`src/qhp_pkg.sv`:
```
// Constants, types and address map of the quad UART host bus port
package qhp_pkg;
    // Bus widths, channel count and counter width
    localparam int DW = 8;
    localparam int AW = 6;
    localparam int NCH = 4;
    localparam int CTW = 8;
    // Read addresses
    localparam logic [5:0] A_IPCR_AB = 6'h04;
    localparam logic [5:0] A_ISR_AB = 6'h05;
    localparam logic [5:0] A_CTL_AB = 6'h07;
    localparam logic [5:0] A_OPR_AB = 6'h0C;
    localparam logic [5:0] A_IPR_AB = 6'h0D;
    localparam logic [5:0] A_IPCR_CD = 6'h14;
    localparam logic [5:0] A_ISR_CD = 6'h15;
    localparam logic [5:0] A_CTL_CD = 6'h17;
    localparam logic [5:0] A_OPR_CD = 6'h1C;
    localparam logic [5:0] A_IPR_CD = 6'h1D;
    localparam logic [5:0] A_CIR = 6'h3D;
    localparam logic [5:0] A_THR = 6'h3E;
    localparam logic [5:0] A_IVR = 6'h3F;
    // Pin control register write address per channel a..d
    localparam logic [5:0] A_IOPCR [NCH] = '{6'h0D, 6'h0E, 6'h1D, 6'h1E};
    // Pin control fields and vector mode bit of THR
    localparam int IOP_P0_LSB = 0;
    localparam int IOP_P0_X16 = 2;
    localparam int IOP_P1_LSB = 4;
    localparam int IOP_P1_X16 = 6;
    localparam int THR_MOD = 7;
    // First pin modes
    localparam logic [1:0] P0_GPI = 2'h0;
    localparam logic [1:0] P0_CTS = 2'h1;
    localparam logic [1:0] P0_TXC = 2'h2;
    localparam logic [1:0] P0_GPO = 2'h3;
    // Second pin modes
    localparam logic [1:0] P1_GPI = 2'h0;
    localparam logic [1:0] P1_TXC_IN = 2'h1;
    localparam logic [1:0] P1_RXC_OUT = 2'h2;
    localparam logic [1:0] P1_CT = 2'h3;
    // Reset values and fixed levels
    localparam logic [7:0] BYTE_ZERO = 8'h00;
    localparam logic [7:0] IVR_RST = 8'h00;
    localparam logic [3:0] NIB_ONES = 4'hF;
    localparam logic OD_LOW = 1'b0;
    localparam logic LINE_MARK = 1'b1;
    // Bus cycle states and kinds
    typedef enum logic {ST_IDLE, ST_ACK} qhp_state_e;
    typedef enum logic [1:0] {K_RD, K_WR, K_IA} qhp_kind_e;
    // Everything sampled from outside the clock domain
    typedef struct packed {
        logic cs_n;
        logic rd_n;
        logic wr_n;
        logic iack_n;
        logic [AW-1:0] addr;
        logic [DW-1:0] data;
        logic [NCH-1:0] rx;
        logic [NCH-1:0] p0;
        logic [NCH-1:0] p1;
    } qhp_sync_s;
    // Idle levels of the sampled inputs
    localparam qhp_sync_s SYNC_RST = '{cs_n: 1'b1, rd_n: 1'b1, wr_n: 1'b1, iack_n: 1'b1,
        addr: 6'h00, data: 8'h00, rx: 4'hF, p0: 4'hF, p1: 4'hF};
endpackage

```
`src/qhp_host_port.sv`:
```
// Host bus port, pin multiplexing and change-of-state logic of a quad UART
`timescale 1ns/1ns
module qhp_host_port
    import qhp_pkg::*;
#(
    parameter int BAUD_DIV = 4
) (
    input wire logic clk,
    input wire logic rst_n,
    input wire logic chip_select_n,
    input wire logic read_strobe_n,
    input wire logic write_strobe_n,
    input wire logic intr_ack_n,
    input wire logic [AW-1:0] reg_select_lines,
    input wire logic [DW-1:0] host_data_bus_in,
    output logic [DW-1:0] host_data_bus_out,
    output logic host_data_bus_oe_n,
    output logic data_ack_n_out,
    output logic data_ack_n_oe_n,
    output logic intr_request_n_out,
    output logic intr_request_n_oe_n,
    output logic [NCH-1:0] serial_tx_out,
    input wire logic [NCH-1:0] serial_rx_in,
    input wire logic [NCH-1:0] multi_pin_zero_in,
    output logic [NCH-1:0] multi_pin_zero_out,
    output logic [NCH-1:0] multi_pin_zero_oe_n,
    input wire logic [NCH-1:0] multi_pin_one_in,
    output logic [NCH-1:0] multi_pin_one_out,
    output logic [NCH-1:0] multi_pin_one_oe_n
);

    // Three-stage sampler and agreed value
    qhp_sync_s s1_reg, s2_reg, s3_reg, f_reg, fp_reg;
    qhp_sync_s raw, f_next;
    // Bus cycle control
    qhp_state_e state_reg, state_next;
    qhp_kind_e kind_reg;
    logic [DW-1:0] dout_reg;
    logic drive_reg;
    // Software visible state
    logic [7:0] cos_reg;
    logic [7:0] imr_reg;
    logic [3:0] opr_reg;
    logic [7:0] thr_reg;
    logic [7:0] ivr_reg;
    logic [7:0] cir_reg;
    logic [7:0] iop_reg [NCH];
    logic irq_reg;
    // Clock generation
    logic [15:0] div_reg;
    logic clk16_reg;
    logic [4:0] x1_reg;
    // Counter/timers, one per channel pair
    logic [CTW-1:0] ct_reg [2];
    logic [1:0] ct_out_reg;
    // Pin drivers
    logic [NCH-1:0] p0_out_reg, p0_oe_n_reg, p1_out_reg, p1_oe_n_reg;

    // Gather every foreign input for sampling
    assign raw = '{cs_n: chip_select_n, rd_n: read_strobe_n, wr_n: write_strobe_n,
        iack_n: intr_ack_n, addr: reg_select_lines, data: host_data_bus_in,
        rx: serial_rx_in, p0: multi_pin_zero_in, p1: multi_pin_one_in};
    // A bit changes only once stages two and three agree
    assign f_next = (s2_reg & s3_reg) | (f_reg & (s2_reg ^ s3_reg));

    // Sampler chain and filtered copy
    always_ff @(posedge clk) begin
        if (!rst_n) begin
            s1_reg <= SYNC_RST;
            s2_reg <= SYNC_RST;
            s3_reg <= SYNC_RST;
            f_reg <= SYNC_RST;
            fp_reg <= SYNC_RST;
        end else begin
            s1_reg <= raw;
            s2_reg <= s1_reg;
            s3_reg <= s2_reg;
            f_reg <= f_next;
            fp_reg <= f_reg;
        end
    end

    // Access decode from filtered strobes
    wire idle = (state_reg == ST_IDLE);
    wire rd_go = !f_reg.cs_n && !f_reg.rd_n;
    wire wr_go = !f_reg.cs_n && !f_reg.wr_n;
    wire ia_go = !f_reg.iack_n && f_reg.cs_n;
    // Read wins over write, both over acknowledge
    wire take_rd = idle && rd_go;
    wire take_wr = idle && wr_go && !rd_go;
    wire take_ia = idle && ia_go && !rd_go && !wr_go;
    // cycle held while its strobe stays low
    wire held = (kind_reg == K_RD) ? rd_go :
                (kind_reg == K_WR) ? wr_go : !f_reg.iack_n;
    wire [AW-1:0] a = f_reg.addr;
    wire [DW-1:0] wd = f_reg.data;

    // Interrupt level and source
    wire [7:0] pend = cos_reg & imr_reg;
    logic [3:0] level;
    logic [2:0] src;
    // Count pending sources, pick the lowest numbered
    always_comb begin
        level = 4'h0;
        src = 3'h0;
        for (int i = 7; i >= 0; i--) begin
            level = level + {3'h0, pend[i]};
            if (pend[i]) begin
                src = 3'(i);
            end
        end
    end
    wire [7:0] vector = thr_reg[THR_MOD] ? {ivr_reg[7:3], src} : ivr_reg;

    wire [7:0] rdata =
        (a == A_IPCR_AB) ? {4'h0, cos_reg[3:0]} :
        (a == A_IPCR_CD) ? {4'h0, cos_reg[7:4]} :
        (a == A_ISR_AB) ? {4'h0, pend[3:0]} :
        (a == A_ISR_CD) ? {4'h0, pend[7:4]} :
        (a == A_CTL_AB) ? ct_reg[0] :
        (a == A_CTL_CD) ? ct_reg[1] :
        (a == A_OPR_AB) ? {6'h00, opr_reg[1:0]} :
        (a == A_OPR_CD) ? {6'h00, opr_reg[3:2]} :
        (a == A_IPR_AB) ? {2'h0, f_reg.rx[1:0], f_reg.p1[1:0], f_reg.p0[1:0]} :
        (a == A_IPR_CD) ? {2'h0, f_reg.rx[3:2], f_reg.p1[3:2], f_reg.p0[3:2]} :
        (a == A_CIR) ? cir_reg :
        (a == A_THR) ? thr_reg :
        (a == A_IVR) ? ivr_reg : BYTE_ZERO;

    // change of state on both pins, {d1,d0,...,a1,a0}
    logic [7:0] cos_set, cos_clr;
    genvar g;
    generate
        for (g = 0; g < NCH; g++) begin : g_cos
            assign cos_set[2*g] = f_reg.p0[g] ^ fp_reg.p0[g];
            assign cos_set[2*g+1] = f_reg.p1[g] ^ fp_reg.p1[g];
        end
    endgenerate
    // Reading a change register clears its nibble
    assign cos_clr = {{4{take_rd && a == A_IPCR_CD}}, {4{take_rd && a == A_IPCR_AB}}};

    // Bus cycle sequencing
    always_comb begin
        state_next = state_reg;
        case (state_reg)
            ST_IDLE: begin
                if (take_rd || take_wr || take_ia) begin
                    state_next = ST_ACK;
                end
            end
            ST_ACK: begin
                if (!held) begin
                    state_next = ST_IDLE;
                end
            end
            default: state_next = ST_IDLE;
        endcase
    end

    // Cycle state, bus data and drive enable
    always_ff @(posedge clk) begin
        if (!rst_n) begin
            state_reg <= ST_IDLE;
            kind_reg <= K_RD;
            dout_reg <= BYTE_ZERO;
            drive_reg <= 1'b0;
        end else begin
            state_reg <= state_next;
            if (take_rd) begin
                kind_reg <= K_RD;
                dout_reg <= rdata;
                drive_reg <= 1'b1;
            end else if (take_wr) begin
                kind_reg <= K_WR;
            end else if (take_ia) begin
                kind_reg <= K_IA;
                dout_reg <= vector;
                drive_reg <= 1'b1;
            end else if (state_next == ST_IDLE) begin
                drive_reg <= 1'b0;
            end
        end
    end

    // Interrupt state; a change in the clear cycle survives
    always_ff @(posedge clk) begin
        if (!rst_n) begin
            cos_reg <= BYTE_ZERO;
            cir_reg <= BYTE_ZERO;
            irq_reg <= 1'b0;
        end else begin
            cos_reg <= (cos_reg & ~cos_clr) | cos_set;
            irq_reg <= (level > thr_reg[3:0]);
            if (take_ia) begin
                cir_reg <= {level, 1'b0, src};
            end
        end
    end

    // shared registers written from the bus
    always_ff @(posedge clk) begin
        if (!rst_n) begin
            imr_reg <= BYTE_ZERO;
            opr_reg <= 4'h0;
            thr_reg <= BYTE_ZERO;
            ivr_reg <= IVR_RST;
        end else if (take_wr) begin
            if (a == A_ISR_AB) imr_reg[3:0] <= wd[3:0];
            if (a == A_ISR_CD) imr_reg[7:4] <= wd[3:0];
            if (a == A_OPR_AB) opr_reg[1:0] <= wd[1:0];
            if (a == A_OPR_CD) opr_reg[3:2] <= wd[1:0];
            if (a == A_THR) thr_reg <= wd;
            if (a == A_IVR) ivr_reg <= wd;
        end
    end

    // 16X and 1X transmit/receive clocks from the system clock
    wire tick = (div_reg == 16'(BAUD_DIV - 1));
    always_ff @(posedge clk) begin
        if (!rst_n) begin
            div_reg <= 16'h0000;
            clk16_reg <= 1'b0;
            x1_reg <= 5'h00;
        end else begin
            div_reg <= tick ? 16'h0000 : div_reg + 16'h0001;
            if (tick) begin
                clk16_reg <= !clk16_reg;
                x1_reg <= x1_reg + 5'h01;
            end
        end
    end
    wire clk1 = x1_reg[4];

    // counter/timer per pair: input on a/c, output on b/d
    generate
        for (g = 0; g < 2; g++) begin : g_ct
            wire ext = (iop_reg[2*g][IOP_P1_LSB +: 2] == P1_CT);
            wire rise = f_reg.p1[2*g] && !fp_reg.p1[2*g];
            wire inc = ext ? rise : tick;
            always_ff @(posedge clk) begin
                if (!rst_n) begin
                    ct_reg[g] <= {CTW{1'b0}};
                    ct_out_reg[g] <= 1'b0;
                end else if (inc) begin
                    ct_reg[g] <= ct_reg[g] + {{(CTW-1){1'b0}}, 1'b1};
                    if (&ct_reg[g]) ct_out_reg[g] <= !ct_out_reg[g];
                end
            end
        end
    endgenerate

    // Per channel pin control and pin drivers
    generate
        for (g = 0; g < NCH; g++) begin : g_ch
            wire [1:0] m0 = iop_reg[g][IOP_P0_LSB +: 2];
            wire [1:0] m1 = iop_reg[g][IOP_P1_LSB +: 2];
            wire c0 = iop_reg[g][IOP_P0_X16] ? clk16_reg : clk1;
            wire c1 = iop_reg[g][IOP_P1_X16] ? clk16_reg : clk1;
            // only b and d drive the counter output
            wire ct_drv = (m1 == P1_CT) && (g % 2 == 1);
            // first pin driven as clock or output only
            wire d0 = (m0 == P0_TXC) || (m0 == P0_GPO);
            wire o0 = (m0 == P0_GPO) ? opr_reg[g] : c0;
            // second pin driven as receive clock, or as counter output on b and d
            wire d1 = (m1 == P1_RXC_OUT) || ct_drv;
            wire o1 = ct_drv ? ct_out_reg[g/2] : c1;
            always_ff @(posedge clk) begin
                if (!rst_n) begin
                    iop_reg[g] <= BYTE_ZERO;
                    p0_out_reg[g] <= 1'b1;
                    p0_oe_n_reg[g] <= 1'b1;
                    p1_out_reg[g] <= 1'b1;
                    p1_oe_n_reg[g] <= 1'b1;
                end else begin
                    if (take_wr && a == A_IOPCR[g]) iop_reg[g] <= wd;
                    p0_out_reg[g] <= d0 ? o0 : 1'b1;
                    p0_oe_n_reg[g] <= !d0;
                    p1_out_reg[g] <= d1 ? o1 : 1'b1;
                    p1_oe_n_reg[g] <= !d1;
                end
            end
        end
    endgenerate

    // Bus and open-drain outputs
    assign host_data_bus_out = dout_reg;
    assign host_data_bus_oe_n = !drive_reg;
    // acknowledge once data stands or is stored
    assign data_ack_n_out = OD_LOW;
    assign data_ack_n_oe_n = (state_reg != ST_ACK);
    assign intr_request_n_out = OD_LOW;
    assign intr_request_n_oe_n = !irq_reg;
    // transmit lines idle at mark; datapath lives elsewhere
    assign serial_tx_out = {NCH{LINE_MARK}};
    assign multi_pin_zero_out = p0_out_reg;
    assign multi_pin_zero_oe_n = p0_oe_n_reg;
    assign multi_pin_one_out = p1_out_reg;
    assign multi_pin_one_oe_n = p1_oe_n_reg;

endmodule

```
`config.mk`:
```
export PLATFORM = sky130hd
export DESIGN_NAME = qhp_host_port
export DESIGN_NICKNAME = d
export VERILOG_FILES = /design/src/qhp_pkg.sv /design/src/qhp_host_port.sv
export SDC_FILE = /design/constraint.sdc
export NUM_CORES = 1
export LEC_CHECK = 0
export BUFFER_PORTS_ARGS = -buffer_cell sky130_fd_sc_hd__buf_4
export CELL_PAD_IN_SITES_DETAIL_PLACEMENT = 0
export CELL_PAD_IN_SITES_GLOBAL_PLACEMENT = 2
export CORE_MARGIN = 1
export CORE_UTILIZATION = 36
export CTS_CLUSTER_DIAMETER = 60
export DETAILED_ROUTE_END_ITERATION = 6
export PLACE_DENSITY_LB_ADDON = 0.12
export RECOVER_POWER = 100
export SYNTH_ARGS = -nofsm -noshare
export SYNTH_HDL_FRONTEND = slang
export SYNTH_SLANG_ARGS = --single-unit
```
`constraint.sdc`:
```
create_clock -name clk -period 3.33 [get_ports clk]
set_input_delay 0.333 -clock clk [delete_from_list [all_inputs] [get_ports clk]]
set_output_delay 0.333 -clock clk [all_outputs]
set_load 0.01 [all_outputs]
```
After elaboration in Yosys (flattened, before gate mapping)
Memories as Yosys holds them, arrays and structs flattened.
Cells that the tools add are included.
{ "classes": {"bitwise": 24, "n_reduce_logical": 70, "muxes": 77, "magnitude_cmp": 1, "n_eq_ne": 35, "add_sub_neg": 11} }
{ "ops": {"columns": ["operator", "count"], "rows": [
  ["8-bit two-way mux", 22],
  ["30-bit bitwise AND", 2],
  ["1-bit two-way mux", 45],
  ["6-bit by 5-bit == test with 1-bit output (second input constant)", 6],
  ["2-bit == test (second input constant)", 16],
  ["2-bit AND reduction", 16],
  ["30-bit bitwise OR", 1],
  ["30-bit XOR", 1],
  ["3-bit two-way mux", 9],
  ["1-bit zero test", 21],
  ["6-bit by 3-bit == test with 1-bit output (second input constant)", 3],
  ["6-bit by 4-bit == test with 1-bit output (second input constant)", 3],
  ["6-bit == test (second input constant)", 3],
  ["9-bit AND reduction", 2],
  ["1-bit logical AND", 17],
  ["16-bit by 1-bit adder with 16-bit output (second input constant)", 1],
  ["4-bit by 1-bit adder with 4-bit output", 4],
  ["8-bit by 1-bit adder with 8-bit output (second input constant)", 2],
  ["8-bit bitwise AND", 2],
  ["16-bit by 2-bit == test with 1-bit output (second input constant)", 1],
  ["1-bit logical OR", 8],
  ["8-bit NOT", 1],
  ["8-bit bitwise OR", 1],
  ["1-bit XOR", 8],
  ["other kinds (15)", 23]
]} }
{ "word_totals": {"input_bits": 32, "ramBits": 48, "ff_bits": 224, "out_inout_bits": 33, "elab_cells": 293, "n_memories": 2} }
{ "memory_table": {"columns": ["memory", "depth", "width", "read_ports", "rd_ports_with_merged_regs", "wr", "line_no", "source"], "rows": [
  ["iop_reg", 4, 8, 4, 0, 4, "qhp_host_port.sv:47", "logic [7:0] iop_reg [NCH];"],
  ["ct_reg", 2, 8, 2, 0, 2, "qhp_host_port.sv:54", "logic [CTW-1:0] ct_reg [2];"]
]} }

Depth between registers and ports, before layout
Gate-level depths: netlist of run 1.
{ "logic_depth": {"word_depth": 15, "ltp_mapped": 15} }

Worst setup path after synthesis of run 1
No wires, ideal clock.
{ "synth_path": {"kind": "reg2reg", "start": "reg cos_reg[0]", "end": "reg irq_reg", "arrival_time_ps": 3564, "setup_ps": 114, "period_less_slack_ps": 3678, "n_path_buf": 0, "path_slack_ps": -348, "stages_incl_launch_ff": 16, "required_ps": 3216, "path_cell_list": "dfxtp_1 > nand2_1 > inv_1 > fa_1 > fa_1 > fa_1 > ha_1 > inv_1 > fa_1 > inv_1 > ha_1 > nor2b_1 > o21ai_0 > nand2b_1 > a21oi_1 > nor2_1"} }
{ "synth_via": {"elab_chain_cells": 3} }
{ "synth_rtl": {"columns": ["item", "line_no", "source"], "rows": [
  ["start: declaration", "qhp_host_port.sv:41", "logic [7:0] cos_reg;"],
  ["start signal: assignment", "qhp_host_port.sv:192", "cos_reg <= (cos_reg & ~cos_clr) | cos_set;"],
  ["8-bit bitwise AND", "qhp_host_port.sv:99", "wire [7:0] pend = cos_reg & imr_reg;"],
  ["4-bit by 1-bit adder with 4-bit output", "qhp_host_port.sv:107", "level = level + {3'h0, pend[i]};"],
  ["named net level[1]", "qhp_host_port.sv:100", "logic [3:0] level;"],
  ["4-bit greater-than comparator", "qhp_host_port.sv:193", "irq_reg <= (level > thr_reg[3:0]);"],
  ["end signal: assignment", "qhp_host_port.sv:193", null],
  ["end: declaration", "qhp_host_port.sv:48", "logic irq_reg;"]
]} }
The timed path passes the listed nets, and every way through them passes these cells.
A chain may end at the register's enable or synchronous reset.

Worst setup path in the final report of run 1
{ "layout_path": {"start": "reg imr_reg[0]", "end": "reg irq_reg"} }
{ "layout_via": {"elab_chain_cells": 3} }
{ "layout_rtl": {"columns": ["item", "line_no", "source"], "rows": [
  ["start: declaration", "qhp_host_port.sv:42", "logic [7:0] imr_reg;"],
  ["start signal: assignment", "qhp_host_port.sv:208", "if (a == A_ISR_AB) imr_reg[3:0] <= wd[3:0];"],
  ["8-bit bitwise AND", "qhp_host_port.sv:99", null],
  ["4-bit by 1-bit adder with 4-bit output", "qhp_host_port.sv:107", null],
  ["named net level[1]", "qhp_host_port.sv:100", null],
  ["4-bit greater-than comparator", "qhp_host_port.sv:193", null]
]} }
The timed path passes the listed nets, and every way through them passes these cells.

==> results of run 1 <==
[report_power, final]
part | internal (mW) | leakage, nW | switching, mW
Clock | 1.82 | 0.475 | 1.26
Sequential | 3.34 | 2.25 | 0.0719
Combinational | 0.149 | 2.19 | 0.141
Total | 5.31 | 4.92 | 1.48
[layer usage]
| layer | track usage, % | vias to the layer above | part of all wire, % |
|---|---|---|---|
| met5 | 0 | - | 0.051 |
| met4 | 4.28 | 2 | 2.1 |
| met3 | 2.51 | 38 | 3.5 |
| met2 | 26.3 | 116 | 44 |
| met1 | 24.6 | 3530 | 50 |
| li1 | - | 3820 | - |
[cells in the final DEF (no fill, tap or decap), drive strengths merged, types with 5 or more instances in the layout]
master and count:
conb 6, a21oi 38, nor2 57, xnor2 18, clkinv 10, mux2i 35, o211ai 6, buf 51
mux2 6, dfxtp 224, o21ai 42, nand2b 63, a31oi 7, or3 5, inv 29, and3 12
nand4 8, xor2 19, nor3 12, nand3 32, dlygate4sd3 30, edfxtp 40, nand2 94, ha 43
a21boi 21, nor2b 47, nand3b 18, nor4 5, clkbuf 77, and2 78
[per-stage QoR]
step / setup TNS [ns] / total power [mW] / hold WS (ns)
floorplan: -0.0901 / 3.64 / 0.386
CTS: -0.271 / 6.92 / 0.208
finish: -0.281 / 6.79 / 0.404
global placement: -0.232 / 3.76 / 0.389
detailed placement: -0.251 / 3.76 / 0.393
global route: -4.73 / 7.09 / 0.423
[worst min-delay path by stage]
stage                     slack [ns]                    end  cells past startpoint
after global placement          0.39   s2_reg[7]$_SDFF_PN1_                      1
after global routing            0.42  s2_reg[26]$_SDFF_PN1_                      1
after CTS                       0.21   s3_reg[7]$_SDFF_PN1_                      2
after floorplan                 0.39   s2_reg[0]$_SDFF_PN1_                      1
after detailed placement        0.39  s2_reg[27]$_SDFF_PN1_                      1
final                           0.40  s2_reg[27]$_SDFF_PN1_                      1
[cells by family (layout without fill, tap and decap cells)]
family / after synthesis / count (layout)
simple gates: 443 / 443
other cells: 2 / 6
xor+xnor: 37 / 37
flops: 264 / 264
mux: 41 / 41
buf+inv: 84 / 198
fa+ha+maj: 47 / 47
compound gates: 152 / 152
[worst max-delay path: cells and delay by family, from the launching register on]
kind	cells	cell delay, ns
simple gates	4	0.32
flops	1	0.32
fa+ha+maj	6	2.42
buf+inv	3	0.14
compound gates	2	0.25
[final cells by class]
| type | count | area, um^2 |
|---|---|---|
| clock buffer | 42 | 877 |
| clock inverter | 12 | 66.3 |
| fill | 2946 | 16800 |
| inverter | 28 | 105 |
| multi-input combinational | 726 | 4790 |
| sequential | 264 | 5690 |
| tap | 390 | 488 |
| timing repair buffer | 116 | 828 |
[timing repair]
item,CTS,global route
buffers inserted,0,0
gates resized for setup,0,6
endpoints found under the setup margin,1,1
cloned,0,0
pin swaps,0,2
endpoints found under the hold margin,30,0
hold buffers,30,0
==> impl_metrics.json, run 1 <==
{
  "outcome": "finished with violations",
  "failing_checks": "max-capacitance violations, max-slew violations, negative setup slack",
  "synth_top_family_by_area": "simple AND/OR/NAND/NOR gates",
  "synthSimpleGateAreaFrac_pct": 22.5,
  "post-route-min-period_ns": 3.54,
  "rows": 63,
  "critical_path.startpoint_type": "flop",
  "critical_path_required_ns": 3.77,
  "path_cells": "nand2_2 -> inv_2 -> fa_1 -> fa_1 -> fa_1 -> ha_2 -> inv_2 -> fa_1 -> inv_2 -> ha_4 -> nor2b_1 -> o21ai_1 -> nand2b_1 -> a21oi_2 -> nor2_1",
  "cts_tree": "yes",
  "yosys.area.top_type": "sky130_fd_sc_hd__dfxtp_1",
  "post_drt_via_cell_ratio": 4.76,
  "tritoncts.num_buffers": 30,
  "first_iter_violations": 349,
  "synth_warnings": 0,
  "cell_with_the_largest_stage_delay_on_the_worst_path": "sky130_fd_sc_hd__fa_1",
  "slew_viol_final": 87,
  "syn_area_mm2": 0.0108,
  "synthTopCellsByCount": "224 x sky130_fd_sc_hd__dfxtp_1, 94 x sky130_fd_sc_hd__nand2_1, 78 x sky130_fd_sc_hd__and2_1, 63 x sky130_fd_sc_hd__nand2b_1, 56 x sky130_fd_sc_hd__nor2_1",
  "synth-xor-area-share_pct": 2.99,
  "hold_path.startpoint": "s1_reg[27]$_SDFF_PN1_",
  "cts_max_level": 1,
  "r2r_cells": 15,
  "post_synth_inst_count": 1070,
  "end_kind": "flop",
  "design.die.area_mm2": 0.0308,
  "worstHoldPathType": "flop to flop",
  "r2r_slack_ns": -0.21,
  "global_route.usage.total_pct": 17.0,
  "clock_sinks": 264,
  "fp.coreArea_mm2": 0.0296,
  "dp.final_hpwl_um": 17600,
  "multiplexer_share_of_the_synthesized_area_pct": 3.86,
  "grt_max_degree": 88,
  "ff_to_ff_end": "irq_reg$_SDFF_PN0_",
  "timing.critical_path.slowest_cell_delay_ns": 0.51,
  "dp_slack_ns": -0.251,
  "synthMostInstantiatedCell": "sky130_fd_sc_hd__dfxtp_1",
  "finalWirelength_um": 25400,
  "max_clock_freq_mhz": 282,
  "path_clk_slew_ns": 0.06,
  "dpl-instance-area_mm2": 0.0118,
  "clock_path_buffers": 3,
  "power_leakage_nw": 4.92,
  "timing.critical_path.from": "imr_reg[0]$_SDFFE_PN0P_",
  "max_cap_violations": 2,
  "finish.net_count": 1245,
  "grt_antenna_before_repair": 1,
  "total_number_of_vias": 7506,
  "fraction_of_final_layout_cells_sized_beyond_drive_strength_1_pct": 10.5,
  "top_level_ports": 65,
  "ys_types": 66,
  "grt_remaining_overflow": 0,
  "setup_violations": 7,
  "fin_area_mm2": 0.0128,
  "clock_tree.root_cell": "sky130_fd_sc_hd__clkbuf_16",
  "grt_first_pass_wirelength_um": 41300,
  "hold_viol_final": 0,
  "post-synth-top-area-fraction_pct": 41.4,
  "dr.pass1.iters": 4,
  "critPathArrivalTime_ns": 3.99,
  "path_max_fanout": 2,
  "dominantRegCellSynth": "sky130_fd_sc_hd__dfxtp_1",
  "clkLatencyLatePin_ns": 0.54,
  "cp-endpoint": "irq_reg$_SDFF_PN0_",
  "gpl_congestion": 0.851,
  "drt.antenna.violating_nets": 0,
  "avgSynthCellArea_um2": 10.1,
  "dp_cells": 1494,
  "crit_path_frequent_cell": "sky130_fd_sc_hd__fa_1",
  "slew_headroom_pct": -24.0,
  "number_of_enable_flip_flop_cells_after_synthesis": 40,
  "ir_drop_uv": 355,
  "synth_seq_area_share_pct": 52.5,
  "final.setup.worst_slack_ns": -0.214,
  "dieHeight_um": 175,
  "areaGrowthSynthToFinish_pct": 18.5,
  "synth_compound_gate_area_share_pct": 9.02,
  "reg2reg_from": "imr_reg[0]$_SDFFE_PN0P_",
  "finish.utilization_pct": 43.3,
  "routedWlPerCell_um": 16.1,
  "synthAdderAreaFrac_pct": 5.70,
  "clock_skew_ns": 0.0104,
  "dieWidth_um": 175,
  "number_of_drc_violations_after_detailed_routing": 0,
  "cellPowerDensity_mw_per_mm2": 529,
  "worst-slew-pin-transition_ns": 1.83,
  "path_class": "flop to flop",
  "first_global_vias": 7375,
  "floorplan.initialDensity_pct": 36.6,
  "finalCritPeriodShare_pct": 106,
  "yosys_register_bits": 264,
  "leading_cell_types_by_total_area_after_synthesis": "sky130_fd_sc_hd__dfxtp_1 41%, sky130_fd_sc_hd__edfxtp_1 11%, sky130_fd_sc_hd__ha_1 5.0%",
  "ffs_w_async_s_r_synth_pct": 0,
  "finish.cell_count_without_fillers": 1578,
  "antennaDiodeCount": 0,
  "rsz0062_at_grt": "true",
  "port_buffers": 58
}
Note: power is estimated with default switching activity, not from simulation.
==> run 2, diff against run 1 <==
--- a/config.mk
+++ b/config.mk
@@ -6,10 +6,11 @@
 export NUM_CORES = 1
 export LEC_CHECK = 0
 export BUFFER_PORTS_ARGS = -buffer_cell sky130_fd_sc_hd__buf_4
-export CELL_PAD_IN_SITES_DETAIL_PLACEMENT = 0
-export CELL_PAD_IN_SITES_GLOBAL_PLACEMENT = 2
+export CAP_MARGIN = 20
+export CELL_PAD_IN_SITES_DETAIL_PLACEMENT = 1
+export CELL_PAD_IN_SITES_GLOBAL_PLACEMENT = 1
 export CORE_MARGIN = 1
-export CORE_UTILIZATION = 36
+export CORE_UTILIZATION = 43
 export CTS_CLUSTER_DIAMETER = 60
 export DETAILED_ROUTE_END_ITERATION = 6
 export PLACE_DENSITY_LB_ADDON = 0.12
==> run 2 against run 1 <==
  * The flow finishes with violations (negative setup slack)
  * Combinational power rose by 4%
  * First-iteration DRC count fell by 7.2%
  * Clock-buffer cell count fell by 1
  * Power rose by 4.3%
  * Largest cell class unchanged
  * Largest power group unchanged
==> impl_metrics.json, run 2 (synthesis results as in run 1) <==
{
  "dp_cells": 1428,
  "hold_viol_final": 0,
  "grt_remaining_overflow": 0,
  "cell_with_the_largest_stage_delay_on_the_worst_path": "sky130_fd_sc_hd__fa_1",
  "design.die.area_mm2": 0.0258,
  "max_clock_freq_mhz": 282,
  "failing_checks": "negative setup slack",
  "cts_setup_buffers": 0,
  "global_route.usage.total_pct": 20.5,
  "clkLatencyLatePin_ns": 0.54,
  "critPathArrivalTime_ns": 3.99,
  "mostFrequentLayoutCell": "sky130_fd_sc_hd__dfxtp_1",
  "power.total_mw": 7.08,
  "power_leakage_nw": 5.14,
  "critical_path.startpoint_type": "flop",
  "end_kind": "flop",
  "worst-slew-pin-transition_ns": 0.794,
  "dp_slack_ns": -0.318,
  "max_cap_violations": 0,
  "dr.pass1.iters": 5,
  "fp.coreArea_mm2": 0.0245,
  "first_iter_violations": 324,
  "clock_path_buffers": 3,
  "sequential_fraction_of_design_power_pct": 48.2,
  "tritoncts.num_buffers": 30,
  "clock_skew_ns": 0.00688,
  "finalWirelength_um": 26000,
  "path_class": "flop to flop",
  "mostFrequentLayoutCells": "221 x sky130_fd_sc_hd__dfxtp_1, 91 x sky130_fd_sc_hd__nand2_1, 84 x sky130_fd_sc_hd__buf_4, 78 x sky130_fd_sc_hd__and2_1, 63 x sky130_fd_sc_hd__nand2b_1",
  "number_of_drc_violations_after_detailed_routing": 0,
  "port_buffers": 58,
  "routedWlPerCell_um": 17.2,
  "outcome": "finished with violations",
  "net_switching_component_of_the_power_mw": 1.47,
  "gpl_congestion": 0.881,
  "cellPowerDensity_mw_per_mm2": 542,
  "drt.antenna.violating_nets": 0,
  "path_cells": "nand2_2 -> inv_2 -> fa_1 -> fa_1 -> fa_1 -> ha_2 -> inv_2 -> fa_1 -> inv_2 -> ha_4 -> nor2b_4 -> o21ai_1 -> nand2b_1 -> a21oi_2 -> nor2_1",
  "grt_antenna_before_repair": 0,
  "power.switching_fraction_pct": 20.8,
  "first_global_vias": 8113,
  "final.setup.worst_slack_ns": -0.222,
  "cellInternalPower_mw": 5.61,
  "dieWidth_um": 161,
  "rsz0062_at_grt": "true",
  "setup_violations": 1,
  "dieHeight_um": 161,
  "critical_path_required_ns": 3.77,
  "timing.critical_path.slowest_cell_delay_ns": 0.57,
  "ir_drop_uv": 366,
  "grt_first_pass_wirelength_um": 42100,
  "fraction_of_final_layout_cells_sized_beyond_drive_strength_1_pct": 14.2,
  "path_max_fanout": 2,
  "floorplan.initialDensity_pct": 44.2,
  "clock_tree.root_cell": "sky130_fd_sc_hd__clkbuf_16",
  "num-fill-cells": 2694,
  "total_number_of_vias": 7848,
  "path_clk_slew_ns": 0.06,
  "cts_max_level": 1,
  "rows": 57,
  "post-route-min-period_ns": 3.55,
  "top_level_ports": 65,
  "dp.final_hpwl_um": 18000,
  "finish.cell_count_without_fillers": 1512,
  "post_drt_via_cell_ratio": 5.19,
  "finish.net_count": 1245,
  "areaGrowthSynthToFinish_pct": 20.4,
  "slew_headroom_pct": 45.7,
  "finalCritPeriodShare_pct": 107,
  "hold-worst-slack_ns": 0.225,
  "grt_max_degree": 85,
  "clock_sinks": 264,
  "crit_path_frequent_cell": "sky130_fd_sc_hd__fa_1",
  "worstHoldPathType": "primary input to flop",
  "slew_viol_final": 0,
  "p_comb_share_pct": 4.3,
  "power_frac_clock_pct": 47.5,
  "cts_tree": "yes"
}
[run 2: worst paths after layout]
check	cells past startpoint	slack, ns	end	startpoint
worst max-delay path	15	-0.22	irq_reg$_SDFF_PN0_	cos_reg[3]$_SDFF_PN0_
worst min-delay path	2	0.22	s3_reg[10]$_SDFF_PN1_	rst_n
worst max register to register	15	-0.22	irq_reg$_SDFF_PN0_	cos_reg[3]$_SDFF_PN0_
worst min register to register	1	0.40	s2_reg[28]$_SDFF_PN1_	s1_reg[28]$_SDFF_PN1_
[run 2: timing repair]
action,4_1_cts,5_1_grt
pin swaps,1,0
gates resized for setup,4,5
endpoints found under the hold margin,30,0
hold buffers,30,0
endpoints found under the setup margin,1,1
[run 2: area by class of cell]
type	count	area, um^2	area share, %
clock buffers	41	903	6.92
diodes	1	2.50	0.0192
well taps	324	405	3.11
repair buffers	116	962	7.37
flip-flops and latches	264	5690	43.6
inverters	28	105	0.806
clock inverters	12	138	1.05
multi-input cells	726	4840	37.1
[run 2: power groups by stage]
| stage | clock network [mW] | logic, mW | registers [mW] |
|---|---|---|---|
| 2_1_floorplan | 0 | 0.183 | 3.46 |
| 3_3_place_gp | 0 | 0.270 | 3.48 |
| 3_5_place_dp | 0 | 0.277 | 3.48 |
| 4_1_cts | 3.45 | 0.308 | 3.41 |
| 5_1_grt | 3.57 | 0.343 | 3.42 |
| 6_report | 3.36 | 0.303 | 3.41 |
[run 2: worst max-delay path, delay by kind of cell (launching register included)]
kind                     cells  cell delay [ns]
buffers and inverters        3             0.14
flip-flops                   1             0.32
adder cells (fa/ha/maj)      6             2.44
AO/OA/AOI/OAI                2             0.23
AND/OR/NAND/NOR              4             0.32
[run 2: metrics by stage]
step           util [%]  setup TNS [ns]  cell area [um^2]
3_5_place_dp       47.6          -0.318             11700
4_1_cts            53.1          -0.308             13000
3_3_place_gp       47.6          -0.206             11700
5_1_grt            53.2          -0.333             13000
2_1_floorplan         -         -0.0901             10900
6_report           53.2          -0.222             13000
[run 2: per-layer routing]
metal | wire length [um] | vias to the layer above | global-route usage [%]
met4 | 692 | 0 | 6.65
met1 | 11900 | 3806 | 26.8
li1 | - | 3838 | -
met5 | 0 | - | 0
met3 | 1020 | 42 | 2.92
met2 | 12300 | 162 | 34.7
==> run 3, diff against run 2 <==
--- a/config.mk
+++ b/config.mk
@@ -13,6 +13,7 @@
 export CORE_UTILIZATION = 43
 export CTS_CLUSTER_DIAMETER = 60
 export DETAILED_ROUTE_END_ITERATION = 6
+export MAX_ROUTING_LAYER = met4
 export PLACE_DENSITY_LB_ADDON = 0.12
 export RECOVER_POWER = 100
 export SYNTH_ARGS = -nofsm -noshare
==> run 3 against run 2 <==
  * The flow finishes with violations (max-capacitance violations, max-slew violations, negative setup slack)
  * Cell count shrank 0.20%
  * Non-clock buffer count shrank 1
  * Largest power group unchanged
  * Critical path type unchanged
  * Highest routed layer unchanged
  * Clock-buffer cell count is the same
  * Register-to-register slack lost 0.13 ns
  * Critical path depth is the same
==> impl_metrics.json, run 3 (synthesis results as in run 1) <==
{
  "top_level_ports": 65,
  "cellPowerDensity_mw_per_mm2": 534,
  "path_max_fanout": 2,
  "timing.critical_path.slowest_cell_delay_ns": 0.55,
  "post-route-min-period_ns": 3.68,
  "clkLatencyLatePin_ns": 0.55,
  "power.total_mw": 6.82,
  "end_kind": "flop",
  "ir_drop_uv": 467,
  "r2r_cells": 15,
  "port_buffers": 58,
  "tritoncts.num_buffers": 29,
  "hold_path.startpoint": "s1_reg[28]$_SDFF_PN1_",
  "power_frac_clock_pct": 45.7,
  "global_route.usage.met2_pct": 35.2,
  "reg2reg_from": "cos_reg[3]$_SDFF_PN0_",
  "met1_usage_pct": 27.6,
  "worst-slew-pin-transition_ns": 1.77,
  "dp.final_hpwl_um": 18200,
  "first_global_vias": 8075,
  "drt.antenna.violating_nets": 0,
  "slew_viol_final": 97,
  "worst_hold_path.num_cells": 1,
  "net_switching_component_of_the_power_mw": 1.52,
  "p_comb_share_pct": 4.3,
  "max_cap_violations": 3,
  "top_usage_layer": "met2",
  "outcome": "finished with violations",
  "antennaDiodeCount": 0,
  "cellInternalPower_mw": 5.30,
  "slew_headroom_pct": -19.7,
  "gpl_congestion": 0.905,
  "cts_tree": "yes",
  "setup_violations": 1,
  "global_route.usage.total_pct": 21.4,
  "path_clk_slew_ns": 0.06,
  "dr.pass1.iters": 5,
  "grt_remaining_overflow": 0,
  "routedWlPerCell_um": 17.5,
  "dp_slack_ns": -0.319,
  "dieHeight_um": 161,
  "grt.met3_usage_pct": 2.94,
  "grt_max_degree": 96,
  "critPathArrivalTime_ns": 4.12,
  "path_cells": "nand2_2 -> inv_2 -> fa_1 -> fa_1 -> fa_1 -> ha_2 -> inv_2 -> fa_1 -> inv_2 -> ha_4 -> nor2b_4 -> o21ai_2 -> nand2b_1 -> a21oi_2 -> nor2_1",
  "finalCritPeriodShare_pct": 111,
  "num-fill-cells": 2707,
  "cell_with_the_largest_stage_delay_on_the_worst_path": "sky130_fd_sc_hd__fa_1",
  "mostFrequentLayoutCells": "220 x sky130_fd_sc_hd__dfxtp_1, 91 x sky130_fd_sc_hd__nand2_1, 63 x sky130_fd_sc_hd__nand2b_1, 56 x sky130_fd_sc_hd__nor2_1, 50 x sky130_fd_sc_hd__buf_4",
  "finish.net_count": 1243,
  "clock_sinks": 264,
  "grt_first_pass_wirelength_um": 42900,
  "clock_skew_ns": 0.0195,
  "rows": 57,
  "post_drt_via_cell_ratio": 5.15,
  "first_iter_violations": 380,
  "hold_viol_final": 0,
  "failing_checks": "max-capacitance violations, max-slew violations, negative setup slack",
  "grt_antenna_before_repair": 0,
  "critical_path.startpoint_type": "flop",
  "mostFrequentLayoutCell": "sky130_fd_sc_hd__dfxtp_1",
  "clock_path_buffers": 3,
  "dieWidth_um": 161,
  "areaGrowthSynthToFinish_pct": 18.0,
  "crit_path_frequent_cell": "sky130_fd_sc_hd__fa_1",
  "r2r_slack_ns": -0.35,
  "hold_path_end": "s2_reg[28]$_SDFF_PN1_",
  "clock_tree.root_cell": "sky130_fd_sc_hd__clkbuf_16",
  "fraction_of_final_layout_cells_sized_beyond_drive_strength_1_pct": 11.1,
  "max_clock_freq_mhz": 272,
  "worstHoldPathType": "flop to flop",
  "number_of_drc_violations_after_detailed_routing": 0,
  "path_class": "flop to flop",
  "floorplan.initialDensity_pct": 44.2,
  "ff_to_ff_end": "irq_reg$_SDFF_PN0_",
  "fp.coreArea_mm2": 0.0245,
  "cts_max_level": 1,
  "rsz0062_at_grt": "true",
  "power.switching_fraction_pct": 22.3,
  "final.setup.worst_slack_ns": -0.351,
  "finalWirelength_um": 26400,
  "total_number_of_vias": 7767,
  "critical_path_required_ns": 3.77,
  "design.die.area_mm2": 0.0258,
  "power_leakage_nw": 4.92,
  "sequential_fraction_of_design_power_pct": 50.0
}
run 3: critical path, delay by kind of cell, from the launching register on:
kind                       cells  cell delay, ns
adders and majority gates      6            2.45
buffers and inverters          3            0.15
DFF                            1            0.32
AOI/OAI and AO/OA              2            0.28
and+or+nand+nor                4            0.36
run 3: area by class of cell:
cell class	instances	area, um^2	area share, %
Clock buffer	41	863	6.75
Timing Repair Buffer	115	828	6.48
Clock inverter	11	77.6	0.607
Multi-Input combinational cell	726	4820	37.7
Tap cell	324	405	3.17
Sequential cell	264	5690	44.5
Inverter	28	105	0.822
run 3: metrics by stage:
step	cells	setup TNS [ns]	hold WS (ns)	instance area, um^2	util (%)
6_report	1509	-0.351	0.401	12800	52.1
5_1_grt	1509	-2.35	0.430	12800	52.1
4_1_cts	1507	-0.304	0.222	12900	52.6
3_5_place_dp	1425	-0.319	0.393	11600	47.5
3_3_place_gp	1425	-0.204	0.391	11600	47.5
2_1_floorplan	1074	-0.0901	0.386	10900	-
run 3: what timing repair did:
action | in CTS | in global routing
buffers inserted | 0 | 2
gates resized for setup | 4 | 7
endpoints found under the setup margin | 1 | 2
endpoints found under the hold margin | 30 | 0
hold buffers | 30 | 0
pin swaps | 3 | 8
run 3: metal layers:
layer	wire, um	vias to the layer above	part of all wire, %
met4	601	0	2.3
met1	12400	3744	47
met5	0	-	0
met3	1010	45	3.8
li1	-	3833	-
met2	12400	145	47
run 3: worst max path at each step:
| stage | from | endpoint | slack (ns) | depth (start not counted) |
|---|---|---|---|---|
| 2_1_floorplan | cos_reg[1]$_SDFF_PN0_ | irq_reg$_SDFF_PN0_ | -0.09 | 15 |
| 3_3_place_gp | imr_reg[3]$_SDFFE_PN0P_ | irq_reg$_SDFF_PN0_ | -0.20 | 15 |
| 3_5_place_dp | imr_reg[3]$_SDFFE_PN0P_ | irq_reg$_SDFF_PN0_ | -0.32 | 15 |
| 4_1_cts | imr_reg[0]$_SDFFE_PN0P_ | irq_reg$_SDFF_PN0_ | -0.30 | 15 |
| 5_1_grt | cos_reg[3]$_SDFF_PN0_ | irq_reg$_SDFF_PN0_ | -0.49 | 15 |
| 6_report | cos_reg[3]$_SDFF_PN0_ | irq_reg$_SDFF_PN0_ | -0.35 | 15 |
run 3: power by group through the flow:
stage               registers, mW  clock network, mW  logic [mW]
floorplan                    3.46                  0       0.183
global placement             3.48                  0       0.269
detailed placement           3.48                  0       0.279
CTS                          3.41               3.20       0.311
global route                 3.43               3.32       0.332
finish                       3.41               3.12       0.294
